[src/rlh_pkg.sv]
// constants, types and the behaviour list for the results lock handshake block
// What this block does
// - gage 25-32 flags in words 23, 287, 7
// - gage n warning bit 2(n-25), fault next
// - flag bit 0 pass, 1 fail
// - host owns 128 command bits
// - handshake word exists on backplane only
// - no results write starts while lock reads 1
// - bit 2 high while writing toolset one
// - bit 3 high while writing toolset two
// - backplane posts at once, links at end
package rlh_pkg;
  localparam int unsigned RLH_WORD_W = 16;          // data word width
  localparam int unsigned RLH_ADDR_W = 10;          // backplane word address width
  localparam int unsigned RLH_NUM_TS = 2;           // toolsets
  localparam int unsigned RLH_IMG_WORDS = 8;        // 8 x 16 = 128 command bits
  localparam int unsigned RLH_IMG_W = RLH_IMG_WORDS * RLH_WORD_W;
  // backplane word map
  localparam logic [9:0] RLH_BP_HANDSHAKE = 10'h000;
  localparam logic [9:0] RLH_BP_IMG_BASE = 10'h002;
  localparam logic [9:0] RLH_BP_IMG_ALIAS = 10'h3ff; // writes land in the first image word
  localparam logic [9:0] RLH_BP_TS1_FLAGS = 10'h017;
  localparam logic [9:0] RLH_BP_TS2_FLAGS = 10'h11f;
  // serial / remote link word map
  localparam logic [9:0] RLH_SR_IMG_BASE = 10'h000;
  localparam logic [9:0] RLH_SR_FLAGS = 10'h007;
  // handshake word fields
  localparam int unsigned RLH_HS_LOCK_LSB = 0;      // host lock bits 1:0
  localparam int unsigned RLH_HS_BUSY_LSB = 2;      // write in progress bits 3:2
  localparam logic [15:0] RLH_ZERO_WORD = 16'h0000;
  localparam logic [15:0] RLH_FLAGS_RST = 16'h0000;  // all gages read pass after reset
  // per-toolset write sequencer
  typedef enum logic [0:0] {
    RLH_WR_IDLE = 1'b0,
    RLH_WR_BUSY = 1'b1
  } rlh_wr_state_t;
  // one finished inspection result for one toolset
  typedef struct packed {
    logic valid;
    logic ts;                          // 0 = toolset one, 1 = toolset two
    logic [RLH_WORD_W-1:0] flags;      // bit 2k warning, 2k+1 fault of gage 25+k
  } rlh_result_t;
  // one word access on a link
  typedef struct packed {
    logic req;
    logic we;
    logic [RLH_ADDR_W-1:0] addr;
    logic [RLH_WORD_W-1:0] wdata;
  } rlh_access_t;
endpackage : rlh_pkg

[src/rlh_top.sv]
// results words, handshake word and host command image of the inspection module
`timescale 1ns/1ps
`default_nettype none
module rlh_top #(
  parameter int unsigned ADDR_W = rlh_pkg::RLH_ADDR_W  // backplane address width
) (
  input wire logic clk,
  input wire logic rst,
  input wire rlh_pkg::rlh_result_t result,            // posted by the processing engine
  input wire logic prog_end,                          // inspection program finished
  input wire logic prog_ts,                           // toolset whose program finished
  input wire rlh_pkg::rlh_access_t bp_acc,            // backplane shared memory access
  input wire rlh_pkg::rlh_access_t sr_acc,            // serial or remote link access
  output logic [rlh_pkg::RLH_WORD_W-1:0] bp_rdata_r,
  output logic bp_ack_r,
  output logic [rlh_pkg::RLH_WORD_W-1:0] sr_rdata_r,
  output logic sr_ack_r,
  output logic [rlh_pkg::RLH_NUM_TS-1:0] host_lock_r,
  output logic [rlh_pkg::RLH_NUM_TS-1:0] device_writing_r,
  output logic [rlh_pkg::RLH_IMG_W-1:0] cmd_image_r
);
  import rlh_pkg::*;

  // the word map needs the full ten address bits
  if (ADDR_W != RLH_ADDR_W)
  begin : g_bad_addr_w
    $error("rlh_top: ADDR_W must equal RLH_ADDR_W");
  end

  logic [RLH_WORD_W-1:0] flags_word_r [RLH_NUM_TS];  // backplane results words
  logic [RLH_WORD_W-1:0] pend_flags_r [RLH_NUM_TS];  // result waiting for the lock to drop
  logic [RLH_NUM_TS-1:0] pend_r;                     // a result is waiting per toolset
  logic [RLH_WORD_W-1:0] link_flags_r;               // serial/remote results word
  logic [RLH_WORD_W-1:0] last_flags_r [RLH_NUM_TS];  // newest result per toolset
  logic [RLH_WORD_W-1:0] hs_word;                    // handshake word as read
  logic bp_wr;
  logic sr_wr;

  assign bp_wr = bp_acc.req && bp_acc.we;
  assign sr_wr = sr_acc.req && sr_acc.we;

  // only the two lock bits and the two busy bits are live; upper bits 15:4 always read zero
  assign hs_word = {12'h000, device_writing_r, host_lock_r};

  // host lock bits, written by the backplane only
  always_ff @(posedge clk or posedge rst)
  begin
    if (rst)
      host_lock_r <= '0;
    else if (bp_wr && bp_acc.addr == RLH_BP_HANDSHAKE)
      host_lock_r <= bp_acc.wdata[RLH_HS_LOCK_LSB +: RLH_NUM_TS];
  end

  // per-toolset write sequencer
  for (genvar t = 0; t < RLH_NUM_TS; t++)
  begin : g_ts
    rlh_wr_state_t st_r;
    logic hit;
    assign hit = result.valid && (result.ts == 1'(t));

    // capture pending result; a new one replaces an older waiting one
    always_ff @(posedge clk or posedge rst)
    begin
      if (rst)
      begin
        pend_r[t] <= 1'b0;
        pend_flags_r[t] <= RLH_FLAGS_RST;
      end
      else if (hit)
      begin
        // arrival beats the clear of a write that completes this cycle
        pend_r[t] <= 1'b1;
        pend_flags_r[t] <= result.flags;
      end
      else if (st_r == RLH_WR_BUSY)
        pend_r[t] <= 1'b0;
    end

    // lock is sampled before the busy bit rises, never after
    always_ff @(posedge clk or posedge rst)
    begin
      if (rst)
      begin
        st_r <= RLH_WR_IDLE;
        device_writing_r[t] <= 1'b0;
      end
      else
      begin
        unique case (st_r)
          RLH_WR_IDLE:
          begin
            // a set lock holds the result back until the host clears it
            if (pend_r[t] && !host_lock_r[t])
            begin
              st_r <= RLH_WR_BUSY;
              device_writing_r[t] <= 1'b1;
            end
          end
          RLH_WR_BUSY:
          begin
            // word lands on this edge, so the busy bit spans the whole write
            st_r <= RLH_WR_IDLE;
            device_writing_r[t] <= 1'b0;
          end
        endcase
      end
    end

    // backplane results word, posted as soon as the lock allows
    always_ff @(posedge clk or posedge rst)
    begin
      if (rst)
        flags_word_r[t] <= RLH_FLAGS_RST;
      else if (st_r == RLH_WR_BUSY)
        flags_word_r[t] <= pend_flags_r[t];
    end

    // newest result, kept for the program-end publication on the links
    always_ff @(posedge clk or posedge rst)
    begin
      if (rst)
        last_flags_r[t] <= RLH_FLAGS_RST;
      else if (hit)
        last_flags_r[t] <= result.flags;
    end

  end : g_ts

  // link results word changes only when a program ends
  always_ff @(posedge clk or posedge rst)
  begin
    if (rst)
      link_flags_r <= RLH_FLAGS_RST;
    else if (prog_end)
      link_flags_r <= last_flags_r[prog_ts];
  end

  // host command image; the backplane alias targets the first word
  always_ff @(posedge clk or posedge rst)
  begin
    if (rst)
      cmd_image_r <= '0;
    else
    begin
      for (int w = 0; w < RLH_IMG_WORDS; w++)
      begin
        if (bp_wr && (bp_acc.addr == RLH_BP_IMG_BASE + 10'(w) ||
                      (w == 0 && bp_acc.addr == RLH_BP_IMG_ALIAS)))
          cmd_image_r[w*RLH_WORD_W +: RLH_WORD_W] <= bp_acc.wdata;
        // link word 7 is the results word, so a link write there never reaches image word 7
        else if (sr_wr && sr_acc.addr != RLH_SR_FLAGS &&
                 sr_acc.addr == RLH_SR_IMG_BASE + 10'(w))
          cmd_image_r[w*RLH_WORD_W +: RLH_WORD_W] <= sr_acc.wdata;
      end
    end
  end

  // backplane read port; one-cycle answer, unmapped words read zero
  always_ff @(posedge clk or posedge rst)
  begin
    if (rst)
    begin
      bp_ack_r <= 1'b0;
      bp_rdata_r <= RLH_ZERO_WORD;
    end
    else
    begin
      bp_ack_r <= bp_acc.req;
      bp_rdata_r <= RLH_ZERO_WORD;
      if (bp_acc.req && !bp_acc.we)
      begin
        if (bp_acc.addr == RLH_BP_HANDSHAKE)
          bp_rdata_r <= hs_word;
        else if (bp_acc.addr == RLH_BP_TS1_FLAGS)
          bp_rdata_r <= flags_word_r[0];
        else if (bp_acc.addr == RLH_BP_TS2_FLAGS)
          bp_rdata_r <= flags_word_r[1];
        else if (bp_acc.addr >= RLH_BP_IMG_BASE && bp_acc.addr < RLH_BP_IMG_BASE + 10'(RLH_IMG_WORDS))
          bp_rdata_r <= cmd_image_r[(bp_acc.addr - RLH_BP_IMG_BASE)*RLH_WORD_W +: RLH_WORD_W];
      end
    end
  end

  // serial / remote read port; no handshake word here
  always_ff @(posedge clk or posedge rst)
  begin
    if (rst)
    begin
      sr_ack_r <= 1'b0;
      sr_rdata_r <= RLH_ZERO_WORD;
    end
    else
    begin
      sr_ack_r <= sr_acc.req;
      sr_rdata_r <= RLH_ZERO_WORD;
      if (sr_acc.req && !sr_acc.we)
      begin
        if (sr_acc.addr == RLH_SR_FLAGS)
          sr_rdata_r <= link_flags_r;
        else if (sr_acc.addr < RLH_SR_IMG_BASE + 10'(RLH_IMG_WORDS))
          sr_rdata_r <= cmd_image_r[(sr_acc.addr - RLH_SR_IMG_BASE)*RLH_WORD_W +: RLH_WORD_W];
      end
    end
  end
endmodule : rlh_top
`default_nettype wire

[config.mk]
export PLATFORM = sky130hd
export DESIGN_NAME = rlh_top
export DESIGN_NICKNAME = d
export VERILOG_FILES = /design/src/rlh_pkg.sv /design/src/rlh_top.sv
export SDC_FILE = /design/constraint.sdc
export NUM_CORES = 1
export LEC_CHECK = 0
export BUFFER_PORTS_ARGS = -buffer_cell sky130_fd_sc_hd__buf_4
export CORE_ASPECT_RATIO = 0.8
export CORE_MARGIN = 2
export CORE_UTILIZATION = 45
export DETAILED_ROUTE_END_ITERATION = 7
export PLACE_DENSITY = 0.66
export SLEW_MARGIN = 20
export SYNTH_ARGS = -nofsm -noshare
export SYNTH_HDL_FRONTEND = slang
export SYNTH_SLANG_ARGS = --single-unit
[constraint.sdc]
create_clock -name clk -period 20.5 [get_ports clk]
set_input_delay 2.05 -clock clk [delete_from_list [all_inputs] [get_ports clk]]
set_output_delay 2.05 -clock clk [all_outputs]
set_load 0.03 [all_outputs]
==> results of run 1 <==
## worst max-delay path by stage
stage                from                        to  slack (ns)  cells after the start
2_1_floorplan         rst        bp_ack_r$_DFF_PP0_       11.58                      1
6_report       bp_acc[17]  bp_rdata_r[10]$_DFF_PP0_       16.02                      8
5_1_grt        bp_acc[17]  bp_rdata_r[10]$_DFF_PP0_       15.86                      8
4_1_cts        bp_acc[17]  bp_rdata_r[10]$_DFF_PP0_       15.70                      8
3_5_place_dp   bp_acc[17]  bp_rdata_r[10]$_DFF_PP0_       15.14                      8
3_3_place_gp   bp_acc[17]  bp_rdata_r[14]$_DFF_PP0_       15.22                      8
## cell families after synthesis
group | count (synthesis) | share of synthesized area, %
compound gates | 189 | 9.05
fa+ha+maj | 2 | 0.193
buf+inv | 99 | 3.61
flops | 250 | 48.2
mux | 316 | 29.9
simple gates | 232 | 8.96
## registers in the layout (all words and copies together) (netlist names), 2 cells and up
name	flops
bp_rdata_r	16
cmd_image_r	128
device_writing_r	2
flags_word_r	32
g_ts.st_r	2
host_lock_r	2
last_flags_r	32
link_flags_r	16
pend_r	2
sr_rdata_r	16
## cells in the final DEF (no fill, tap or decap), drive strengths merged, types with 4 or more instances in the layout
cell / count
a211oi: 13
a21oi: 121
a22oi: 4
a32oi: 9
buf: 258
bufinv: 5
clkbuf: 33
clkinv: 7
dfrtp: 250
inv: 8
mux2: 134
mux2i: 138
mux4: 44
nand2: 25
nand2b: 10
nand3: 14
nor2: 150
nor2b: 4
nor3: 10
o21ai: 12
o221a: 4
o221ai: 10
o22ai: 11
or2: 4
## power by group
group          leakage (nW)  switching [W]  internal [W]
clock network         0.461       0.000209      0.000315
logic                  3.44      0.0000867     0.0000932
registers              3.28      0.0000632      0.000552
total                  7.18       0.000359      0.000961
## through the flow
step	power [W]	std cells	hold WS, ns
2_1_floorplan	0.000725	1088	0.462
3_5_place_dp	0.000804	1624	0.486
5_1_grt	0.00137	1672	0.536
6_report	0.00132	1672	0.498
4_1_cts	0.00133	1672	0.501
3_3_place_gp	0.000798	1624	0.478
## worst max-delay path, cell delays in order
cell and delay, ns:
buf_4 0.42, clkinv_1 0.44, ha_4 0.83, mux4_2 0.60, nand2_1 0.09, nand2_1 0.08
a221oi_1 0.27, a211oi_1 0.09
## cell type report
class	count	area, um^2	area share [%]
repair buffers	258	1940	12.2
clock inverters	15	213	1.34
multi-input cells	739	6280	39.5
inverters	7	33.8	0.212
flip-flops and latches	250	6260	39.3
clock buffers	33	728	4.57
well taps	370	463	2.91
## metal layers
layer | wire (um) | up-vias | GRT usage [%]
met5 | 0 | - | 0
met4 | 1470 | 0 | 9.74
met3 | 3340 | 76 | 4.65
met2 | 20000 | 436 | 45.5
met1 | 17100 | 4932 | 36.9
li1 | - | 4367 | -
==> run summary, run 1 <==
Final Util: 56.3%
Die height: 156 um
Post-synthesis sequential area ratio: 48.2%
Clk root buf: clkbuf_16
Full die area: 30200 um^2
Final Max Slew Viols: 0
DPL Wire Length: 28700 um
Final WL: 41900 um
Post-route worst setup slack: 16.02 ns
Std cell rows: 55
Average size of a mapped cell: 11.9 um^2
# Post-CTS Setup Buffers: 0
Kind of critical path: input pin to flip-flop
Synth unique cells: 53
CP Data Arrival Time: 4.88 ns
CTS H-Tree Depth: 1
Post-Syn Instances: 1088
Clk slew on worst S/H paths: 0.06 ns
Worst R2R End: bp_rdata_r[10]$_DFF_PP0_
Largest area contributor in the netlist: dfrtp_1
Final hold viol count: 0
Finished Cell Area: 15900 um^2
Post-Place Worst Slack: 15.14 ns
Filler cells: 2416
Drt first pass iters: 6
Antenna Violating Nets Remaining: 0
Pin count of the biggest net entering global routing: 95
Setup TNS: 0 ns
Worst Tran Pin Value: 1.11 ns
Post-synth top flop: dfrtp_1
Core Area: 28300 um^2
GPL Wtd Cong: 0.889
IO buf count: 243
Crit share post-route: 21.9%
Vias: 9811
Placement Cell Area: 15000 um^2
Clock Sinks: 250
Crit path required time: 20.90 ns
Async SR Flop Fraction: 100%
Hold/Removal Path Class: flip-flop to flip-flop
Post-cts sizing count: 0
Worst setup SP type: input pin
Antenna diode count: 0
Share of layout cells above drive strength 1: 41.0%
Drt wl/cell: 25.1 um
Final min period: 4.48 ns
Layout Skew: 0.0110 ns
GRT overflow: 0
Status: finished clean
First-pass GRT wire length: 62800 um
Initial antenna violation count: 0
Max cap viols: 0
Max Clock Freq: 223 MHz
Most frequent cell after synthesis: dfrtp_1
GR Util All Layers: 27.5%
Top-area cell type share of the netlist area: 48.2%
Worst Min Path Start: pend_r[1]$_DFFE_PP0P_
CTS tree: built
Leak: 7.18 nW
Die X: 194 um
Synth warn: 0
DR iter-0 viols: 825
Maximum VDD drop: 0.0559 mV
Hold Path Cell Cnt: 2
Count of final setup violators: 0
Pwr dens: 82.9 nW/um^2
Number of synthesized flops with an enable pin: 0
Crit Path Max Fanout: 44
Latest clock arrival within the worst-skew pair: 0.54 ns
Post-synth top cells: 250 x dfrtp_1, 138 x mux2i_1, 133 x nor2_1
Cts hold-fix bufs: 0
CP endpoint kind: flip-flop
WHS Endpoint: pend_r[1]$_DFFE_PP0P_
Synthesized Nets: 1168
# IOs: 244
Number of global-route vias before repair: 10100
Final #Nets: 1363
Num CTS Buffers: 27
RSZ-0062 raised after global routing: false
Worst r2r src: cmd_image_r[58]$_DFFE_PP0P_
Vias/cell: 5.87
R2R cell count: 5
Synth area leaders: dfrtp_1 48%, mux2_2 11%, mux2i_1 11%
Mapped cell area: 13000 um^2
Area added between synthesis and finish: 22.8%
Max clock buf depth: 3
#FFs+latches synth: 250
Slew headroom: 25.3%
Starting Density: 45.8%
Flop-to-flop setup slack: 18.92 ns
# DRC: 0
(Power assumes the default switching activity.)
==> inputs of run 2 (changes only) <==
--- a/config.mk
+++ b/config.mk
@@ -5,6 +5,7 @@
 export SDC_FILE = /design/constraint.sdc
 export NUM_CORES = 1
 export LEC_CHECK = 0
+export ABC_AREA = 1
 export BUFFER_PORTS_ARGS = -buffer_cell sky130_fd_sc_hd__buf_4
 export CORE_ASPECT_RATIO = 0.8
 export CORE_MARGIN = 2
==> constraint.sdc (replaced) <==
create_clock -name clk -period 4.7 [get_ports clk]
set_input_delay 0.47 -clock clk [delete_from_list [all_inputs] [get_ports clk]]
set_output_delay 0.47 -clock clk [all_outputs]
set_load 0.03 [all_outputs]
==> run 2 against run 1 <==
Net effect: the flow now finishes with violations (design-rule violations); synthesized cell count up 58%; design area up 1.1%; sequential power rose to 4.2 times the previous value; wire length up 21%; global-route usage up 5.4 points; setup slack worse by 14 ns; largest power group unchanged.
==> run summary, run 2 <==
Status: finished, violations left
Violated checks: design-rule violations
Num CTS Buffers: 28 (+3.7%)
Synth area leaders: dfrtp_1 48%, nand2_1 11%, o21ai_0 10%
R2R cell count: 1 (-4)
Synthesized-area fraction occupied by adder cells: 0.191% (-0.0023 points)
Most frequent cell after synthesis: nand2_1
Post-synthesis simple-gate area fraction: 22.4% (+13 points)
Post-synthesis sequential area ratio: 47.7% (-0.57 points)
IO buf count: 243 (unchanged)
Crit path required time: 5.08 ns (-15.82 ns)
Post-cts sizing count: 0 (unchanged)
GRT overflow: 0 (unchanged)
Largest family of logic cells by synthesized area: simple AND/OR/NAND/NOR gates
Hold/Removal Path Class: input pin to flip-flop
CP max stage cell: nand2_1
Drt first pass iters: 8 (+2)
XOR/XNOR Fraction of Synth Area: 0.0667% (+0.067 points)
Setup TNS: 0 ns (unchanged)
WHS: 0.0582 ns (-0.439 ns)
Most common cell after layout, fill and taps aside: nand2_1
CP endpoint kind: flip-flop
Final Util: 56.5% (+0.22 points)
DR iter-0 viols: 1353 (+64%)
Synth Area in Compound Gates: 18.3% (+9.2 points)
Full die area: 30500 um^2 (+1.2%)
Clock Sinks: 250 (unchanged)
Clk root buf: clkbuf_16
Max FFs per register: 128 (unchanged)
#FFs+latches synth: 250 (unchanged)
Leak: 8.20 nW (+14%)
Kind of critical path: input pin to flip-flop
Die X: 195 um (+0.59%)
Pwr dens: 362 nW/um^2 (+340%)
Initial antenna violation count: 0 (unchanged)
Crit share post-route: 59.5%
Post-synth top cells: 390 x nand2_1, 265 x o21ai_0, 250 x dfrtp_1
Filler cells: 2736 (+13%)
Cts hold-fix bufs: 0 (unchanged)
Worst Tran Pin Value: 1.10 ns (-0.0154 ns)
Share of layout cells above drive strength 1: 18.5% (-22 points)
CTS H-Tree Depth: 1 (unchanged)
Worst R2R End: flags_word_r[30]$_DFFE_PP0P_
Layout Skew: 0.00978 ns (-0.00119 ns)
Post-Syn Instances: 1715 (+58%)
Final #Nets: 1985 (+46%)
Slew headroom: 26.6% (+1.3 points)
# DRC: 1 (+1)
Critical Path, Cell by Cell: buf_4, inv_1, nand2_1, inv_1, nand3_1, nand2_1, nand2_1, o21ai_0
Worst setup SP type: input pin
Critical path's largest stage delay: 0.60 ns (-0.23 ns)
Clk slew on worst S/H paths: 0.07 ns (about the same)
First-pass GRT wire length: 76700 um (+22%)
Most used cell, CP: nand2_1
Multiplexer share of the synthesized area: 1.72% (-28 points)
Synth unique cells: 39 (-26%)
# Post-CTS Setup Buffers: 0 (unchanged)
Antenna Violating Nets Remaining: 0 (unchanged)
Vias: 13400 (+36%)
Number of synthesized flops with an enable pin: 0 (unchanged)
Final min period: 2.80 ns
Top Registers: cmd_image_r x128, flags_word_r x32, last_flags_r x32
Max Clock Freq: 357 MHz
Crit Path Max Fanout: 32 (-27%)
Synthesized Nets: 1795 (+54%)
Starting Density: 46.1% (+0.21 points)
RSZ-0062 raised after global routing: false
Final hold viol count: 0 (unchanged)
GR Util All Layers: 32.9% (+5.4 points)
Die height: 157 um (+0.58%)
Average size of a mapped cell: 7.65 um^2 (-36%)
Top-area cell type share of the netlist area: 47.7% (-0.57 points)
CP Data Arrival Time: 3.18 ns (-1.70 ns)
Drt wl/cell: 22.0 um (-12%)
Core Area: 28500 um^2 (+0.73%)
Vias/cell: 5.81 (-0.92%)
Worst r2r src: g_ts[0].st_r$_DFF_PP0_
Flop-to-flop setup slack: 3.17 ns (-15.75 ns)
Number of global-route vias before repair: 12800 (+28%)
Max cap viols: 0 (unchanged)
DPL Wire Length: 37000 um (+29%)
Post-synth top flop: dfrtp_1
Std cell rows: 55 (unchanged)
Maximum VDD drop: 0.295 mV (+430%)
GPL Wtd Cong: 0.978 (+10%)
Count of final setup violators: 0 (unchanged)
Hold Path Cell Cnt: 1 (-1)
# IOs: 244 (unchanged)
Mapped cell area: 13100 um^2 (+1.2%)
CTS tree: built
Area added between synthesis and finish: 22.7% (about the same)
Antenna diode count: 0 (unchanged)
Final Max Slew Viols: 0 (unchanged)
Worst Min Path Start: sr_acc[27]
Max clock buf depth: 3 (unchanged)
Final WL: 50500 um (+21%)
WHS Endpoint: sr_ack_r$_DFF_PP0_
Most frequent cells in the layout: 388 x nand2_1, 265 x o21ai_0, 255 x buf_4
Largest area contributor in the netlist: dfrtp_1
Reg with most FFs: cmd_image_r
Latest clock arrival within the worst-skew pair: 0.55 ns (about the same)
Async SR Flop Fraction: 100% (unchanged)
Synth warn: 0 (unchanged)
Pin count of the biggest net entering global routing: 149 (+57%)
## run 2: power breakdown
| group | internal, W | switching, W | total, W | leakage [nW] |
|---|---|---|---|---|
| Combinational | 0.000331 | 0.000518 | 0.000849 | 4.60 |
| Sequential | 0.00239 | 0.000217 | 0.00260 | 3.11 |
| Clock | 0.00143 | 0.000936 | 0.00237 | 0.493 |
| Total | 0.00415 | 0.00167 | 0.00582 | 8.20 |
## run 2: stage by stage
step / area, um^2 / cells / setup slack [ns] / power [W]
global placement: 15100 / 2245 / 1.44 / 0.00346
finish: 16100 / 2297 / 1.90 / 0.00582
floorplan: 13100 / 1715 / 0.942 / 0.00311
global route: 16100 / 2297 / 1.74 / 0.00605
detailed placement: 15100 / 2245 / 1.37 / 0.00348
CTS: 16100 / 2297 / 1.96 / 0.00583
## run 2: area by class of cell
type                            instances  area, um^2  area share, %
Sequential cell                       250        6260           38.9
Multi-Input combinational cell       1151        5630           35.0
Timing Repair Buffer                  256        1930           12.0
Clock buffer                           42         865           5.37
Inverter                              218         823           5.11
Tap cell                              370         463           2.88
Clock inverter                         10         131          0.816
## run 2: worst max path at each step
stage | startpoint | to | slack (ns)
2_1_floorplan | rst | bp_ack_r$_DFF_PP0_ | 0.94
5_1_grt | sr_acc[17] | cmd_image_r[88]$_DFFE_PP0P_ | 1.74
6_report | sr_acc[17] | cmd_image_r[86]$_DFFE_PP0P_ | 1.90
4_1_cts | sr_acc[17] | cmd_image_r[86]$_DFFE_PP0P_ | 1.96
3_5_place_dp | sr_acc[17] | cmd_image_r[80]$_DFFE_PP0P_ | 1.37
3_3_place_gp | bp_acc[17] | cmd_image_r[59]$_DFFE_PP0P_ | 1.44
## run 2: kinds of logic (layout without fill, tap and decap cells)
family                     after synthesis  in the layout
xor gates and xnor gates                 1              1
AOI/OAI and AO/OA                      430            430
and+or+nand+nor                        698            698
DFF                                    250            250
adders and majority gates                2              2
muxes                                   20             20
buffers and inverters                  314            526
## run 2: per-layer routing
metal	GRT usage, %	vias to the layer above	part of all wire (%)
met3	4.29	117	8.3
met1	47.4	6511	44
met4	12.9	0	4.1
met5	0	-	0
li1	-	6042	-
met2	50.6	684	44
## run 2: worst max-delay path: cells and delay by family
family	cells	cell delay, ns
compound gates	1	0.11
simple gates	4	1.71
buf+inv	3	0.89
